<file path="src/ttpwm_pkg.sv">
// Constants, field layouts and carrier types for the timer and triple PWM block.
// Assumes a 50 MHz pclk and an APB master with 32-bit data.
package ttpwm_pkg;

  // Printed offsets are register indices; byte address is 4 * (index - base).
  localparam logic [31:0] REG_BASE = 32'h5000_3400;
  localparam logic [31:0] IDX_TIMER_CONTROL = 32'h5000_3400;
  localparam logic [31:0] IDX_ON_PERIOD = 32'h5000_3402;
  localparam logic [31:0] IDX_HIGH_RELOAD = 32'h5000_3404;
  localparam logic [31:0] IDX_LOW_RELOAD = 32'h5000_3406;
  localparam logic [31:0] IDX_CHANNEL_A_DUTY = 32'h5000_3408;
  localparam logic [31:0] IDX_CHANNEL_B_DUTY = 32'h5000_340a;
  localparam logic [31:0] IDX_CHANNEL_C_DUTY = 32'h5000_340c;
  localparam logic [31:0] IDX_SHARED_PERIOD = 32'h5000_340e;
  localparam logic [31:0] IDX_THREE_CH_CONTROL = 32'h5000_3410;
  localparam int ADDR_W = 8;

  // Control field positions.
  localparam int TC_RUN_BIT = 0;
  localparam int TC_FAST_BIT = 1;
  localparam int TC_BYPASS_BIT = 2;
  localparam int TC_STYLE_BIT = 3;
  localparam int PC_ENABLE_BIT = 0;
  localparam int PC_SW_PAUSE_BIT = 1;
  localparam int PC_HW_ALLOW_BIT = 2;

  // Reset values.
  localparam logic [15:0] TIMER_CONTROL_RST = 16'h0000;
  localparam logic [15:0] RELOAD_RST = 16'h0000;
  localparam logic [13:0] DUTY_RST = 14'h0000;
  localparam logic [13:0] PERIOD_RST = 14'h0000;
  localparam logic [2:0] THREE_CH_CONTROL_RST = 3'h4;

  // Timing.
  localparam int PCLK_HZ = 50_000_000;
  localparam int SLOW_CLK_HZ = 32_000;
  localparam int FAST_CLK_HZ = 2_000_000;
  localparam int SLOW_DIV = PCLK_HZ / SLOW_CLK_HZ;
  localparam int FAST_DIV = PCLK_HZ / FAST_CLK_HZ;
  localparam int PRESCALE = 10;
  localparam int DUTY_W = 14;

  typedef struct packed {
    logic style;
    logic bypass;
    logic fast_sel;
    logic run;
  } ttpwm_tctrl_t;

  typedef struct packed {
    logic hw_allow;
    logic sw_pause;
    logic enable;
  } ttpwm_pctrl_t;

endpackage

</file>
<file path="src/ttpwm_top.sv">
// Timer with prescaled on counter and phase counter, plus triple PWM, behind APB.
// Assumes one 50 MHz pclk; slow and fast timer clocks are enable pulses from dividers.
//
// The implementer's own choice: register access over APB.
`timescale 1ns/1ps
`default_nettype none
module ttpwm_top #(
  parameter int SLOW_DIV = ttpwm_pkg::SLOW_DIV,
  parameter int FAST_DIV = ttpwm_pkg::FAST_DIV,
  parameter int PRESCALE = ttpwm_pkg::PRESCALE
) (
  // Clock and reset.
  input wire logic pclk,
  input wire logic presetn,
  // APB slave.
  input wire logic psel,
  input wire logic penable,
  input wire logic pwrite,
  input wire logic [ttpwm_pkg::ADDR_W-1:0] paddr,
  input wire logic [31:0] pwdata,
  output logic [31:0] prdata,
  output logic pready,
  output logic pslverr,
  // Pins.
  input wire logic hw_pause_pin,
  output logic timer_high_output,
  output logic timer_low_output,
  output logic channel_a_output,
  output logic channel_b_output,
  output logic channel_c_output
);
  localparam int W = ttpwm_pkg::DUTY_W;
  localparam int SW = $clog2(SLOW_DIV + 1);
  localparam int FW = $clog2(FAST_DIV + 1);
  localparam int PW = $clog2(PRESCALE + 1);

  function automatic logic [ttpwm_pkg::ADDR_W-1:0] byte_addr(input logic [31:0] idx);
    logic [31:0] d;
    d = (idx - ttpwm_pkg::REG_BASE) << 2;
    return d[ttpwm_pkg::ADDR_W-1:0];
  endfunction

  localparam logic [ttpwm_pkg::ADDR_W-1:0] A_TC = byte_addr(ttpwm_pkg::IDX_TIMER_CONTROL);
  localparam logic [ttpwm_pkg::ADDR_W-1:0] A_ON = byte_addr(ttpwm_pkg::IDX_ON_PERIOD);
  localparam logic [ttpwm_pkg::ADDR_W-1:0] A_HI = byte_addr(ttpwm_pkg::IDX_HIGH_RELOAD);
  localparam logic [ttpwm_pkg::ADDR_W-1:0] A_LO = byte_addr(ttpwm_pkg::IDX_LOW_RELOAD);
  localparam logic [ttpwm_pkg::ADDR_W-1:0] A_DA = byte_addr(ttpwm_pkg::IDX_CHANNEL_A_DUTY);
  localparam logic [ttpwm_pkg::ADDR_W-1:0] A_DB = byte_addr(ttpwm_pkg::IDX_CHANNEL_B_DUTY);
  localparam logic [ttpwm_pkg::ADDR_W-1:0] A_DC = byte_addr(ttpwm_pkg::IDX_CHANNEL_C_DUTY);
  localparam logic [ttpwm_pkg::ADDR_W-1:0] A_PER = byte_addr(ttpwm_pkg::IDX_SHARED_PERIOD);
  localparam logic [ttpwm_pkg::ADDR_W-1:0] A_PC = byte_addr(ttpwm_pkg::IDX_THREE_CH_CONTROL);

  // Registers.
  ttpwm_pkg::ttpwm_tctrl_t tctrl_reg;
  ttpwm_pkg::ttpwm_pctrl_t pctrl_reg;
  logic [15:0] on_period_value_reg;
  logic [15:0] high_phase_value_reg;
  logic [15:0] low_phase_value_reg;
  logic [W-1:0] duty_a_reg;
  logic [W-1:0] duty_b_reg;
  logic [W-1:0] duty_c_reg;
  logic [W-1:0] period_reg;

  // Timer state.
  logic [15:0] on_period_counter_reg;
  logic [15:0] phase_counter_reg;
  logic high_phase_reg;
  logic [SW-1:0] slow_div_reg;
  logic [FW-1:0] fast_div_reg;
  logic [PW-1:0] pre_reg;
  logic half_fast_reg;
  logic timer_high_output_reg;
  logic timer_low_output_reg;

  // Bus decode.
  logic wr_en;
  logic setup;
  logic mapped;
  logic [31:0] rd_next;
  logic [31:0] prdata_reg;
  logic slverr_reg;

  // Ticks.
  logic slow_tick;
  logic fast_tick;
  logic timer_tick;
  logic on_tick;

  // Hardware pause synchroniser and PWM outputs.
  logic hwp_meta_reg;
  logic hwp_sync_reg;
  logic [2:0] pwm_out;

  // Access phase is always one cycle, so pready simply follows penable.
  assign pready = psel & penable;
  assign setup = psel & ~penable;
  assign wr_en = psel & penable & pwrite & mapped;
  assign prdata = prdata_reg;
  assign pslverr = pready & slverr_reg;

  always_comb begin
    mapped = 1'b1;
    rd_next = 32'h0000_0000;
    case (paddr)
      A_TC: rd_next = {28'h000_0000, tctrl_reg};
      A_ON: rd_next = {16'h0000, on_period_counter_reg};
      A_HI: rd_next = {16'h0000, phase_counter_reg};
      A_LO: rd_next = {16'h0000, phase_counter_reg};
      A_DA: rd_next = {18'h0_0000, duty_a_reg};
      A_DB: rd_next = {18'h0_0000, duty_b_reg};
      A_DC: rd_next = {18'h0_0000, duty_c_reg};
      A_PER: rd_next = {18'h0_0000, period_reg};
      A_PC: rd_next = {29'h0000_0000, pctrl_reg};
      default: mapped = 1'b0;
    endcase
  end

  // Read data is captured in the setup cycle, so reads see state one edge before the access edge.
  always_ff @(posedge pclk or negedge presetn) begin
    if (!presetn) begin
      prdata_reg <= 32'h0000_0000;
      slverr_reg <= 1'b0;
    end else if (setup) begin
      prdata_reg <= pwrite ? 32'h0000_0000 : rd_next;
      slverr_reg <= ~mapped;
    end
  end

  always_ff @(posedge pclk or negedge presetn) begin
    if (!presetn) begin
      tctrl_reg <= ttpwm_pkg::TIMER_CONTROL_RST[3:0];
      pctrl_reg <= ttpwm_pkg::THREE_CH_CONTROL_RST;
    end else if (wr_en && paddr == A_TC) begin
      tctrl_reg <= pwdata[3:0];
    end else if (wr_en && paddr == A_PC) begin
      pctrl_reg <= pwdata[2:0];
    end
  end

  always_ff @(posedge pclk or negedge presetn) begin
    if (!presetn) begin
      on_period_value_reg <= ttpwm_pkg::RELOAD_RST;
      high_phase_value_reg <= ttpwm_pkg::RELOAD_RST;
      low_phase_value_reg <= ttpwm_pkg::RELOAD_RST;
    end else if (wr_en) begin
      if (paddr == A_ON) on_period_value_reg <= pwdata[15:0];
      if (paddr == A_HI) high_phase_value_reg <= pwdata[15:0];
      if (paddr == A_LO) low_phase_value_reg <= pwdata[15:0];
    end
  end

  always_ff @(posedge pclk or negedge presetn) begin
    if (!presetn) begin
      duty_a_reg <= ttpwm_pkg::DUTY_RST;
      duty_b_reg <= ttpwm_pkg::DUTY_RST;
      duty_c_reg <= ttpwm_pkg::DUTY_RST;
      period_reg <= ttpwm_pkg::PERIOD_RST;
    end else if (wr_en) begin
      if (paddr == A_DA) duty_a_reg <= pwdata[W-1:0];
      if (paddr == A_DB) duty_b_reg <= pwdata[W-1:0];
      if (paddr == A_DC) duty_c_reg <= pwdata[W-1:0];
      if (paddr == A_PER) period_reg <= pwdata[W-1:0];
    end
  end

  // Slow and fast rate dividers run freely so the halved fast clock keeps its phase.
  always_ff @(posedge pclk or negedge presetn) begin
    if (!presetn) begin
      slow_div_reg <= '0;
      fast_div_reg <= '0;
    end else begin
      slow_div_reg <= slow_tick ? '0 : slow_div_reg + 1'b1;
      fast_div_reg <= fast_tick ? '0 : fast_div_reg + 1'b1;
    end
  end

  assign slow_tick = slow_div_reg == SW'(SLOW_DIV - 1);
  assign fast_tick = fast_div_reg == FW'(FAST_DIV - 1);
  assign timer_tick = tctrl_reg.fast_sel ? fast_tick : slow_tick;

  always_ff @(posedge pclk or negedge presetn) begin
    if (!presetn) begin
      pre_reg <= '0;
    end else if (!tctrl_reg.run) begin
      pre_reg <= '0;
    end else if (timer_tick) begin
      pre_reg <= (pre_reg == PW'(PRESCALE - 1)) ? '0 : pre_reg + 1'b1;
    end
  end

  // Only the on counter sees the divided rate; the phase counter uses timer_tick.
  assign on_tick = timer_tick && (tctrl_reg.bypass || pre_reg == PW'(PRESCALE - 1));

  always_ff @(posedge pclk or negedge presetn) begin
    if (!presetn) begin
      on_period_counter_reg <= 16'h0000;
    end else if (!tctrl_reg.run) begin
      on_period_counter_reg <= on_period_value_reg;
    end else if (on_tick) begin
      on_period_counter_reg <= (on_period_counter_reg == 16'h0000) ?
        on_period_value_reg : on_period_counter_reg - 1'b1;
    end
  end

  always_ff @(posedge pclk or negedge presetn) begin
    if (!presetn) begin
      phase_counter_reg <= 16'h0000;
      high_phase_reg <= 1'b1;
    end else if (!tctrl_reg.run) begin
      phase_counter_reg <= high_phase_value_reg;
      high_phase_reg <= 1'b1;
    end else if (timer_tick) begin
      if (phase_counter_reg == 16'h0000) begin
        phase_counter_reg <= high_phase_reg ? low_phase_value_reg : high_phase_value_reg;
        high_phase_reg <= ~high_phase_reg;
      end else begin
        phase_counter_reg <= phase_counter_reg - 1'b1;
      end
    end
  end

  always_ff @(posedge pclk or negedge presetn) begin
    if (!presetn) begin
      half_fast_reg <= 1'b0;
    end else if (fast_tick) begin
      half_fast_reg <= ~half_fast_reg;
    end
  end

  // The low output mirrors the high output in the opposite phase.
  always_ff @(posedge pclk or negedge presetn) begin
    if (!presetn) begin
      timer_high_output_reg <= 1'b0;
      timer_low_output_reg <= 1'b0;
    end else begin
      timer_high_output_reg <= tctrl_reg.run && high_phase_reg &&
        (!tctrl_reg.style || half_fast_reg);
      timer_low_output_reg <= tctrl_reg.run && !high_phase_reg &&
        (!tctrl_reg.style || half_fast_reg);
    end
  end

  assign timer_high_output = timer_high_output_reg;
  assign timer_low_output = timer_low_output_reg;

  always_ff @(posedge pclk or negedge presetn) begin
    if (!presetn) begin
      hwp_meta_reg <= 1'b0;
      hwp_sync_reg <= 1'b0;
    end else begin
      hwp_meta_reg <= hw_pause_pin;
      hwp_sync_reg <= hwp_meta_reg;
    end
  end

  ttpwm_triple #(
    .W(W)
  ) u_triple (
    .pclk(pclk),
    .presetn(presetn),
    .ctrl(pctrl_reg),
    .period(period_reg),
    .duty({duty_c_reg, duty_b_reg, duty_a_reg}),
    .hw_pause(hwp_sync_reg),
    .pwm_out(pwm_out),
    .paused()
  );

  assign channel_a_output = pwm_out[0];
  assign channel_b_output = pwm_out[1];
  assign channel_c_output = pwm_out[2];
endmodule
`default_nettype wire

</file>
<file path="src/ttpwm_triple.sv">
// Three-channel PWM sharing one period counter.
// Assumes hw_pause is already synchronised to pclk.
`timescale 1ns/1ps
`default_nettype none
module ttpwm_triple #(
  parameter int W = ttpwm_pkg::DUTY_W
) (
  // Clock and reset.
  input wire logic pclk,
  input wire logic presetn,
  // Settings.
  input wire ttpwm_pkg::ttpwm_pctrl_t ctrl,
  input wire logic [W-1:0] period,
  input wire logic [3*W-1:0] duty,
  input wire logic hw_pause,
  // Outputs.
  output logic [2:0] pwm_out,
  output logic paused
);
  logic [W-1:0] cnt_reg;
  logic [W-1:0] cnt_next;
  logic [2:0] out_next;

  // A pause freezes the count and the outputs so that a pulse resumes where it stopped.
  assign paused = ctrl.sw_pause | (ctrl.hw_allow & hw_pause);
  assign cnt_next = (cnt_reg >= period) ? '0 : cnt_reg + 1'b1;

  always_ff @(posedge pclk or negedge presetn) begin
    if (!presetn) begin
      cnt_reg <= '0;
    end else if (!ctrl.enable) begin
      cnt_reg <= '0;
    end else if (!paused) begin
      cnt_reg <= cnt_next;
    end
  end

  genvar g;
  generate
    for (g = 0; g < 3; g++) begin : g_ch
      assign out_next[g] = ctrl.enable && (cnt_reg < duty[g*W +: W]);
    end
  endgenerate

  always_ff @(posedge pclk or negedge presetn) begin
    if (!presetn) begin
      pwm_out <= 3'h0;
    end else if (!ctrl.enable) begin
      pwm_out <= 3'h0;
    end else if (!paused) begin
      pwm_out <= out_next;
    end
  end
endmodule
`default_nettype wire
</file>
<file path="config.mk">
export PLATFORM = sky130hd
export DESIGN_NAME = ttpwm_top
export DESIGN_NICKNAME = d
export VERILOG_FILES = /design/src/ttpwm_pkg.sv /design/src/ttpwm_top.sv /design/src/ttpwm_triple.sv
export SDC_FILE = /design/constraint.sdc
export NUM_CORES = 1
export LEC_CHECK = 0
export BUFFER_PORTS_ARGS = -buffer_cell sky130_fd_sc_hd__buf_2
export CORE_MARGIN = 5
export CORE_UTILIZATION = 47
export CTS_CLUSTER_SIZE = 16
export DETAILED_ROUTE_END_ITERATION = 10
export GPL_TIMING_DRIVEN = 0
export PLACE_DENSITY = 0.76
export SLEW_MARGIN = 20
export SYNTH_ARGS = -nofsm -noshare
export SYNTH_HDL_FRONTEND = slang
export SYNTH_SLANG_ARGS = --single-unit
</file>
<file path="constraint.sdc">
create_clock -name pclk -period 3.4 [get_ports pclk]
set_input_delay 0.34 -clock pclk [delete_from_list [all_inputs] [get_ports pclk]]
set_output_delay 0.34 -clock pclk [all_outputs]
set_load 0.005 [all_outputs]
</file>
==> metrics.md, run 1 <==
| Metric | Value |
|---|---|
| Most common cell after layout, fill and taps aside | `dfrtp_1` |
| Final Setup Violations | `0` |
| Layout cells sized above 1 | `0.185` |
| Dpl hpwl | `21,700 um` |
| Hold Vio Cnt, Final | `0` |
| Hold Crit Endpoint | `low_phase_value_reg[14]` |
| Critical path required time | `3.76 ns` |
| Avg Inst Size Synth | `around 10 um^2` |
| CTS tree | `built` |
| Util after Layout | `0.549` |
| R2r setup slk | `0.73 ns` |
| Tcrit/Tclk final | `0.786` |
| Run status | `complete, no violations` |
| Worst vdd ir | `about 0.30 mV` |
| Vias in the first global route | `between 8,000 and 9,000` |
| Min Tclk post-route | `2.67 ns` |
| Least-Margin Pin Slew | `0.840 ns` |
| Drt pass-1 iters | `6` |
| Largest family of logic cells by synthesized area | `compound AO/OA/AOI/OAI gates` |
| CP max stage delay | `0.58 ns` |
| Pin count of the biggest net entering global routing | `83` |
| Slowest stage cell on the critical path | `or4_1` |
| Worst path top cell family by delay | `simple AND/OR/NAND/NOR gates` |
| ANT cells | `0` |
| Primary FF master, synth | `dfrtp_1` |
| Initial antenna violation count | `0` |
| Total power | `about 5300 uW` |
| First-pass GRT wire length | `47,100 um` |
| Ports | `85` |
| CP arrival | `3.04 ns` |
| Number of gates resized after cts | `0` |
| Leak | `around 0.0064 uW` |
| Die Y | `roughly 170 um` |
| Worst slack, placed | `0.578 ns` |
| Placer congestion estimate | `0.912` |
| Worst relative slew slack | `0.440` |
| Mux contribution to synthesized area | `0.123` |
| Clock slew seen by the registers of the worst setup and hold paths | `about 0.060 ns` |
| Synth Warn # | `0` |
| Adder-cell share of the synthesized area | `0.0705` |
| Vias/cell | `5.75` |
| Post-synthesis register bit count | `~200` |
| Core Rows | `56` |
| GRT Residual Overflow | `0` |
| Post-Route Skew | `slightly above 0.01 ns` |
| Most frequent cells in the layout | `201 x dfrtp_1, 112 x nand2_1, 97 x o21ai_0` |
| I/O Buffers | `49` |
| Distinct cells, synth | `74` |
| Routed WL per cell | `18.9 um` |
| FF-to-FF Start | `slow_div_reg[7]` |
| Crit Path Category | `register to register` |
| DP Area | `12,100 um^2` |
| Die W | `165 um` |
| Setup repair bufs after CTS | `0` |
| Drt total wl | `29,600 um` |
| CP cell instances | `or4_1 -> or4_4 -> o21ai_2 -> buf_4 -> mux2i_1 -> a21oi_1` |
| DR vias | `9,000` |
| Slew Limit Fails | `0` |
| RSZ-0062 raised after global routing | `no` |
| Synth Instances | `1,137` |
| Sequential fraction of the synthesis area | `0.448` |
| GRT Util Overall | `0.217` |
| CTS buffer count | `23` |
| Core area | `~24,000 um^2` |
| Fmax | `374 MHz` |
| Worst hold path type | `input port to register` |
| ANT nets after route | `0` |
| Hold path startpoint | `pwdata[14]` |
| Final Instance Area | `~13,000 um^2` |
| Root Driver | `clkbuf_16` |
| Clk buf depth | `3` |
| Worst hold slack | `0.125 ns` |
| Layout area overhead | `14.3%` |
| R2R depth | `6` |
| Hold Path Cell Cnt | `2` |
| Worst setup SP type | `register` |
| Critical Path End Type | `register` |
| Crit path max fanout | `10` |
| # clock sinks | `203` |
| Buf/Inv on CP | `1` |
| H-tree Lvls | `1` |
| R2R Path End | `phase_counter_reg[11]` |
| Post-synthesis compound-gate area fraction | `0.148` |
| Nets | `1,340` |
| Post-Syn Area | `between 10,000 and 15,000 um^2` |
| First DRT Iteration DRCs | `761` |
| Post-synth EDFFs | `0` |
| Clk Latency, worst-skew pair | `between 0.5 and 0.6 ns` |
| Final worst slack | `0.728 ns` |
| Total die area | `27,400 um^2` |
| Xor and xnor fraction of the mapped netlist area | `0.0201` |
| Power density cells | `410 nW/um^2` |
| Drc violations | `0` |
| Asr flop ratio synth | `1.00` |
| Max-cap viol count | `0` |
| Starting Density | `0.481` |
| Simple-Gate Fraction of Synth Area | `0.131` |
## repair_timing
| action | 4_1_cts | 5_1_grt |
|---|---|---|
| hold endpoints to repair | 53 | 0 |
| setup endpoints to repair | 0 | 0 |
| hold buffers | 2 | 0 |
## area by class of cell
type	instances	area [um^2]
well taps	319	399
clock inverters	8	144
fillers	2064	10600
clock buffers	33	683
inverters	74	278
multi-input cells	803	5660
repair buffers	53	330
plain buffers	72	397
flip-flops and latches	203	5080
## how the worst max path moves through the flow
stage | cells after the start | to | slack, ns | startpoint
6_report | 6 | phase_counter_reg[11] | 0.73 | slow_div_reg[7]
5_1_grt | 8 | u_triple.cnt_reg[13] | 0.53 | u_triple.cnt_reg[11]
4_1_cts | 8 | u_triple.cnt_reg[13] | 0.72 | u_triple.cnt_reg[11]
3_5_place_dp | 6 | duty_c_reg[4] | 0.58 | paddr[4]
3_3_place_gp | 1 | u_triple.cnt_reg[9] | -1.45 | presetn
2_1_floorplan | 8 | on_period_counter_reg[1] | 1.07 | on_period_counter_reg[7]
## layer usage
layer  track usage  wire, um  vias to the layer above
li1              -         -                     4211
met1         0.289     12600                     4445
met2         0.368     14500                      289
met3        0.0352      1770                       55
met4        0.0596       692                        0
met5             0         0                        -
## report_power, final
part / switching, uW / internal [uW] / total (uW)
clock network: 1010 / 1700 / 2700
registers: 2.67 / 2420 / 2420
logic: 133 / 58.8 / 192
## cells by family (layout without fill, tap and decap cells)
group                    Yosys count  in the layout
multiplexers                     126            126
buffers and inverters            146            240
adder cells (fa/ha/maj)           64             64
flip-flops                       203            203
AND/OR/NAND/NOR                  312            312
XOR/XNOR                          26             26
other                              1             16
AO/OA/AOI/OAI                    259            259
## Yosys cell counts (4+ instances only)
cell type  number  area, um^2
nor3b_1         6        45.0
a221oi_1       11        96.3
nor2b_1         5        31.3
o21ai_0        97         485
xor2_1         17         149
buf_4          18         135
a211oi_1       12        90.1
or4_1           4        30.0
buf_2          14        70.1
nor4_1          8        50.1
nand2b_1        9        56.3
xnor2_1         9        78.8
or3_1          11        68.8
buf_1           4        15.0
ha_1           64         801
nand4_1        12        75.1
o21a_1         10        75.1
o221ai_1        5        43.8
mux2_2         84         946
inv_1          74         278
dfrtp_1       201        5030
and2_1          5        31.3
buf_6           5        56.3
nor3_1         24         120
o211ai_1        6        45.0
a22o_1         11        96.3
nand3_1        21         105
nor2_1         73         274
a21oi_1        45         225
o22ai_1         4        25.0
mux2i_1        38         380
a21o_1         10        75.1
a22oi_1         7        52.6
a31oi_1         6        37.5
clkbuf_1       30         113
and3_1         11        68.8
nand2_1       112         420
## per-stage QoR
stage | instances | TNS, ns
after floorplan | 1152 | 0
after global placement | 1520 | -288.09
after detailed placement | 1522 | 0
after CTS | 1565 | 0
after global routing | 1565 | 0
final | 1565 | 0
No activity file was read; power rests on OpenSTA's default activity.
==> run 2, diff against run 1 <==
==> constraint.sdc (replaced) <==
create_clock -name pclk -period 2.65 [get_ports pclk]
set_input_delay 0.265 -clock pclk [delete_from_list [all_inputs] [get_ports pclk]]
set_output_delay 0.265 -clock pclk [all_outputs]
set_load 0.005 [all_outputs]
==> run 2 against run 1 <==
Clock skew grew 0.0014 ns. Critical path depth unchanged. Cell area rose by 0.88%. Power up 28%. Non-clock buffer count is 9 higher. Critical path type unchanged. Largest cell class unchanged.
==> metrics.md, run 2 (synthesized netlist as in run 1, its figures left out) <==
| Metric | Value |
|---|---|
| Clock slew seen by the registers of the worst setup and hold paths | `0.06 ns (about the same)` |
| Layout area overhead | `15.3%` |
| Worst setup SP type | `register` |
| Most common cell after layout, fill and taps aside | `dfrtp_1` |
| Die Y | `165 um (unchanged)` |
| CP max stage delay | `0.60 ns (+0.02 ns)` |
| Post-Route Skew | `0.0116 ns (+0.00137 ns)` |
| CTS buffer count | `23 (unchanged)` |
| Drt pass-1 iters | `5 (-1)` |
| Dpl hpwl | `21,700 um (unchanged)` |
| Total die area | `27,400 um^2 (unchanged)` |
| Leak | `0.00644 uW (+0.96%)` |
| Final worst slack | `0.0192 ns (-0.709 ns)` |
| RSZ-0062 raised after global routing | `yes` |
| Critical Path End Type | `register` |
| Slew Limit Fails | `0 (unchanged)` |
| Max-cap viol count | `0 (unchanged)` |
| Ports | `85 (unchanged)` |
| Least-Margin Pin Slew | `0.859 ns (+0.0191 ns)` |
| GRT Residual Overflow | `0 (unchanged)` |
| Clk Latency, worst-skew pair | `0.51 ns (about the same)` |
| Vias in the first global route | `8,931 (unchanged)` |
| ANT nets after route | `0 (unchanged)` |
| Worst hold path type | `input port to register` |
| Slowest stage cell on the critical path | `or4_4` |
| Final Setup Violations | `0 (unchanged)` |
| Critical path required time | `3.07 ns (-0.69 ns)` |
| Total power | `6820 uW (+28%)` |
| First DRT Iteration DRCs | `765 (+0.53%)` |
| Core Rows | `56 (unchanged)` |
| GRT Util Overall | `0.217 (unchanged)` |
| CP cell instances | `or4_4 -> or4_4 -> o21a_1 -> o21a_2 -> clkbuf_1 -> o21ai_0` |
| Hold Vio Cnt, Final | `0 (unchanged)` |
| Vias/cell | `5.75 (about the same)` |
| Worst relative slew slack | `0.427 (-0.0127)` |
| I/O Buffers | `49 (unchanged)` |
| Routed WL per cell | `18.9 um (about the same)` |
| Setup tns final | `0 ns (unchanged)` |
| Crit path max fanout | `10 (unchanged)` |
| Core area | `23,600 um^2 (unchanged)` |
| First-pass GRT wire length | `47,100 um (unchanged)` |
| # clock sinks | `203 (unchanged)` |
| Fmax | `380 MHz (+1.6%)` |
| Util after Layout | `0.554 (+0.00482)` |
| Root Driver | `clkbuf_16` |
| Worst vdd ir | `0.390 mV (+28%)` |
| Run status | `complete, no violations` |
| Drt total wl | `29,800 um (+0.73%)` |
| Worst slack, placed | `-0.0973 ns (-0.675 ns)` |
| Die W | `165 um (unchanged)` |
| Layout cells sized above 1 | `0.196 (+0.0106)` |
| CP arrival | `3.05 ns (about the same)` |
| DR vias | `9,050 (+0.56%)` |
| Most frequent cells in the layout | `200 x dfrtp_1, 112 x nand2_1, 96 x o21ai_0` |
| Clk buf depth | `3 (unchanged)` |
| Min Tclk post-route | `2.63 ns (-0.0413 ns)` |
| Starting Density | `0.481 (unchanged)` |
| Initial antenna violation count | `0 (unchanged)` |
| Nets | `1,349 (+0.67%)` |
| Crit Path Category | `register to register` |
| Drc violations | `0 (unchanged)` |
| Worst hold slack | `0.0473 ns (-0.0781 ns)` |
| Placer congestion estimate | `0.912 (unchanged)` |
| Tcrit/Tclk final | `0.993 (+0.207)` |
| CTS tree | `built` |
| Pin count of the biggest net entering global routing | `83 (unchanged)` |
| H-tree Lvls | `1 (unchanged)` |
| Power density cells | `521 nW/um^2 (+27%)` |
| Crit-path most repeated cell | `or4_4` |
==> run 2: repair_timing <==
item,in CTS,in global routing
hold buffers,2,0
endpoints found under the hold margin,53,0
pin swaps,0,4
buffers inserted,0,9
gates resized for setup,1,13
endpoints found under the setup margin,9,27
==> run 2: stage by stage <==
step           instances  cell area, um^2
6_report            1575            13100
4_1_cts             1565            13000
3_3_place_gp        1520            12100
2_1_floorplan       1152            11400
3_5_place_dp        1522            12100
5_1_grt             1574            13100
==> run 2: worst max-delay path: cells and delay by family (launching register included) <==
| family | cells | cell delay, ns |
|---|---|---|
| AO/OA/AOI/OAI | 3 | 0.74 |
| AND/OR/NAND/NOR | 2 | 1.15 |
| flip-flops | 1 | 0.39 |
| buffers and inverters | 1 | 0.26 |
==> run 2: worst paths after layout <==
path	startpoint	end	slack (ns)	cells after the start
min in group asynchronous	presetn	fast_div_reg[2]	0.28	2
worst max register to register	slow_div_reg[7]	on_period_counter_reg[14]	0.02	6
max in group asynchronous	presetn	u_triple.cnt_reg[3]	1.25	4
worst max-delay path	slow_div_reg[7]	on_period_counter_reg[14]	0.02	6
worst min register to register	hwp_meta_reg	hwp_sync_reg	0.35	0
worst min-delay path	pwdata[14]	high_phase_value_reg[14]	0.05	2
==> run 2: per-layer routing <==
layer  wire length [um]  global-route usage
met1              12500               0.289
met2              14700               0.368
met3               1950              0.0352
met4                665              0.0596
met5                  0                   0
==> run 2: report_power, final <==
part	internal, uW	total [uW]	switching [uW]
registers	3110	3110	3.41
clock network	2180	3460	1290
logic	75.8	247	171
==> run 2: cell type report <==
class                   count  area [um^2]
fillers                  2047        10500
multi-input cells         803         5680
flip-flops and latches    203         5080
plain buffers              72          405
clock inverters             8          144
repair buffers             62          410
diodes                      1         2.50
inverters                  74          278
well taps                 319          399
clock buffers              33          683
==> run 3, diff against run 2 <==
--- a/config.mk
+++ b/config.mk
@@ -11,7 +11,6 @@
 export CTS_CLUSTER_SIZE = 16
 export DETAILED_ROUTE_END_ITERATION = 10
 export GPL_TIMING_DRIVEN = 0
-export PLACE_DENSITY = 0.76
 export SLEW_MARGIN = 20
 export SYNTH_ARGS = -nofsm -noshare
 export SYNTH_HDL_FRONTEND = slang
==> run 3 against run 2 <==
Clock skew rose by 0.0045 ns. Register-to-register slack improved by 0.05 ns. Wire length increased by 2.2%. Non-clock buffer count is 7 lower. Power is 0.42% lower. Final cell count shrank 0.51%. Clock power about the same. Sequential power is essentially flat. First-iteration DRC count decreased by 23%. Critical path type unchanged. Largest cell class unchanged.
==> metrics.md, run 3 (synthesized netlist as in run 1, its figures left out) <==
| Metric | Value |
|---|---|
| Clock slew seen by the registers of the worst setup and hold paths | `0.06 ns (about the same)` |
| Min Tclk post-route | `2.58 ns (-0.0538 ns)` |
| Hold Path Cell Cnt | `2 (unchanged)` |
| Clock power frac | `0.505 (-0.003)` |
| Crit path max fanout | `10 (unchanged)` |
| Critical Path End Type | `register` |
| First-pass GRT wire length | `48,500 um (+3.0%)` |
| Routed WL per cell | `19.4 um (+2.7%)` |
| R2r setup slk | `0.07 ns (+0.05 ns)` |
| CTS buffer count | `23 (unchanged)` |
| R2R Path End | `on_period_counter_reg[5]` |
| # clock sinks | `203 (unchanged)` |
| Nets | `1,342 (-0.52%)` |
| First DRT Iteration DRCs | `587 (-23%)` |
| Final Setup Violations | `0 (unchanged)` |
| FF-to-FF Start | `slow_div_reg[7]` |
| Register share of total power | `0.458 (+0.002)` |
| Slew Limit Fails | `0 (unchanged)` |
| RSZ-0062 raised after global routing | `yes` |
| Max-cap viol count | `0 (unchanged)` |
| Least-Margin Pin Slew | `0.968 ns (+0.109 ns)` |
| Clk buf depth | `3 (unchanged)` |
| Worst hold slack | `0.0592 ns (+0.0119 ns)` |
| Drc violations | `0 (unchanged)` |
| H-tree Lvls | `1 (unchanged)` |
| Worst hold path type | `input port to register` |
| Drt pass-1 iters | `6 (+1)` |
| Clk Latency, worst-skew pair | `0.51 ns (about the same)` |
| Most frequent cells in the layout | `201 x dfrtp_1, 112 x nand2_1, 94 x o21ai_0` |
| Hold path startpoint | `pwdata[15]` |
| Root Driver | `clkbuf_16` |
| GRT Util Overall | `0.227 (+0.0101)` |
| Fmax | `388 MHz (+2.1%)` |
| GRT Residual Overflow | `0 (unchanged)` |
| Worst vdd ir | `0.422 mV (+8.1%)` |
| ANT nets after route | `0 (unchanged)` |
| Total die area | `27,400 um^2 (unchanged)` |
| Layout area overhead | `14.5%` |
| Starting Density | `0.481 (unchanged)` |
| DR vias | `8,724 (-3.6%)` |
| Worst setup startpoint | `slow_div_reg[7]` |
| Logic gate share of total power | `0.037 (about the same)` |
| Most common cell after layout, fill and taps aside | `dfrtp_1` |
| Pin count of the biggest net entering global routing | `80 (-3.6%)` |
| Switching Power | `1470 uW (+0.35%)` |
| Post-Route Skew | `0.0161 ns (+0.00452 ns)` |
| Worst setup SP type | `register` |
| Worst relative slew slack | `0.349 (-0.0784)` |
| Setup tns final | `0 ns (unchanged)` |
| Layout cells sized above 1 | `0.188 (-0.00852)` |
| Dpl hpwl | `22,500 um (+3.5%)` |
| Initial antenna violation count | `0 (unchanged)` |
| Critical path required time | `3.04 ns (-0.03 ns)` |
| Tcrit/Tclk final | `0.972 (-0.0203)` |
| ANT cells | `0 (-1)` |
| Drt total wl | `30,500 um (+2.2%)` |
| CTS tree | `built` |
| Crit Path Category | `register to register` |
| Hold Vio Cnt, Final | `0 (unchanged)` |
| Vias in the first global route | `8,463 (-5.2%)` |
| Sw Ratio | `0.216 (+0.00165)` |
| P_int | `5320 uW (-0.63%)` |
| Hold Crit Endpoint | `low_phase_value_reg[15]` |
| Power density cells | `522 nW/um^2 (+0.24%)` |
| CP arrival | `2.97 ns (-0.08 ns)` |
| I/O Buffers | `49 (unchanged)` |
| Ports | `85 (unchanged)` |
| Run status | `complete, no violations` |
| Die W | `165 um (unchanged)` |
| Die Y | `165 um (unchanged)` |
| Core area | `23,600 um^2 (unchanged)` |
| Placer congestion estimate | `0.893 (-2.0%)` |
| R2R depth | `7 (+1)` |
| Leak | `0.00638 uW (-0.94%)` |
| Vias/cell | `5.57 (-3.1%)` |
| Core Rows | `56 (unchanged)` |
run 3: critical path: stages (launching register included):
cell	delay (ns)
dfrtp_1	0.41
or4_1	0.56
or4_4	0.51
o21a_1	0.21
o21a_1	0.26
buf_4	0.21
o21ai_0	0.18
o21ai_1	0.09
run 3: area by class of cell:
cell class                      instances  area, um^2
Sequential cell                       203        5080
Buffer                                 72         407
Clock inverter                         10         183
Tap cell                              319         399
Multi-Input combinational cell        803        5680
Fill cell                            2171       10600
Inverter                               74         278
Timing Repair Buffer                   55         345
Clock buffer                           31         626
run 3: power groups by stage:
stage                     clock network, uW  registers (uW)  logic (uW)
after detailed placement                  0            3170         251
after global routing                   3630            3110         283
after global placement                    0            3170         238
after floorplan                           0            3160        93.7
after CTS                              3510            3110         254
final                                  3430            3110         251
run 3: stage by stage:
stage                     std cells   util  setup WS (ns)  area [um^2]  total power, uW
after floorplan                1152      -          0.319        11400             3260
after global placement         1520  0.510          -2.32        12100             3400
after detailed placement       1522  0.513         -0.247        12100             3420
after CTS                      1565  0.549       0.000514        13000             6870
after global routing           1567  0.550        -0.0161        13000             7020
final                          1567  0.550         0.0729        13000             6790
run 3: per-layer routing:
metal,GRT usage,wire length [um],vias up
met5,0,0,-
met4,0.0484,601,0
met3,0.0276,1350,35
met2,0.381,14900,159
met1,0.318,13600,4318
li1,-,-,4212
run 3: how the worst max path moves through the flow:
stage | cells after the start | endpoint
after detailed placement | 6 | duty_c_reg[4]
final | 7 | on_period_counter_reg[5]
after CTS | 6 | on_period_counter_reg[12]
after global routing | 7 | on_period_counter_reg[15]
after global placement | 1 | period_reg[11]
after floorplan | 8 | on_period_counter_reg[1]
run 3: repair_timing:
| action | 4_1_cts | 5_1_grt |
|---|---|---|
| hold buffers | 2 | 0 |
| endpoints found under the setup margin | 12 | 31 |
| resized for setup | 2 | 16 |
| endpoints found under the hold margin | 77 | 0 |
| pin swaps | 0 | 3 |
| setup buffers | 0 | 2 |
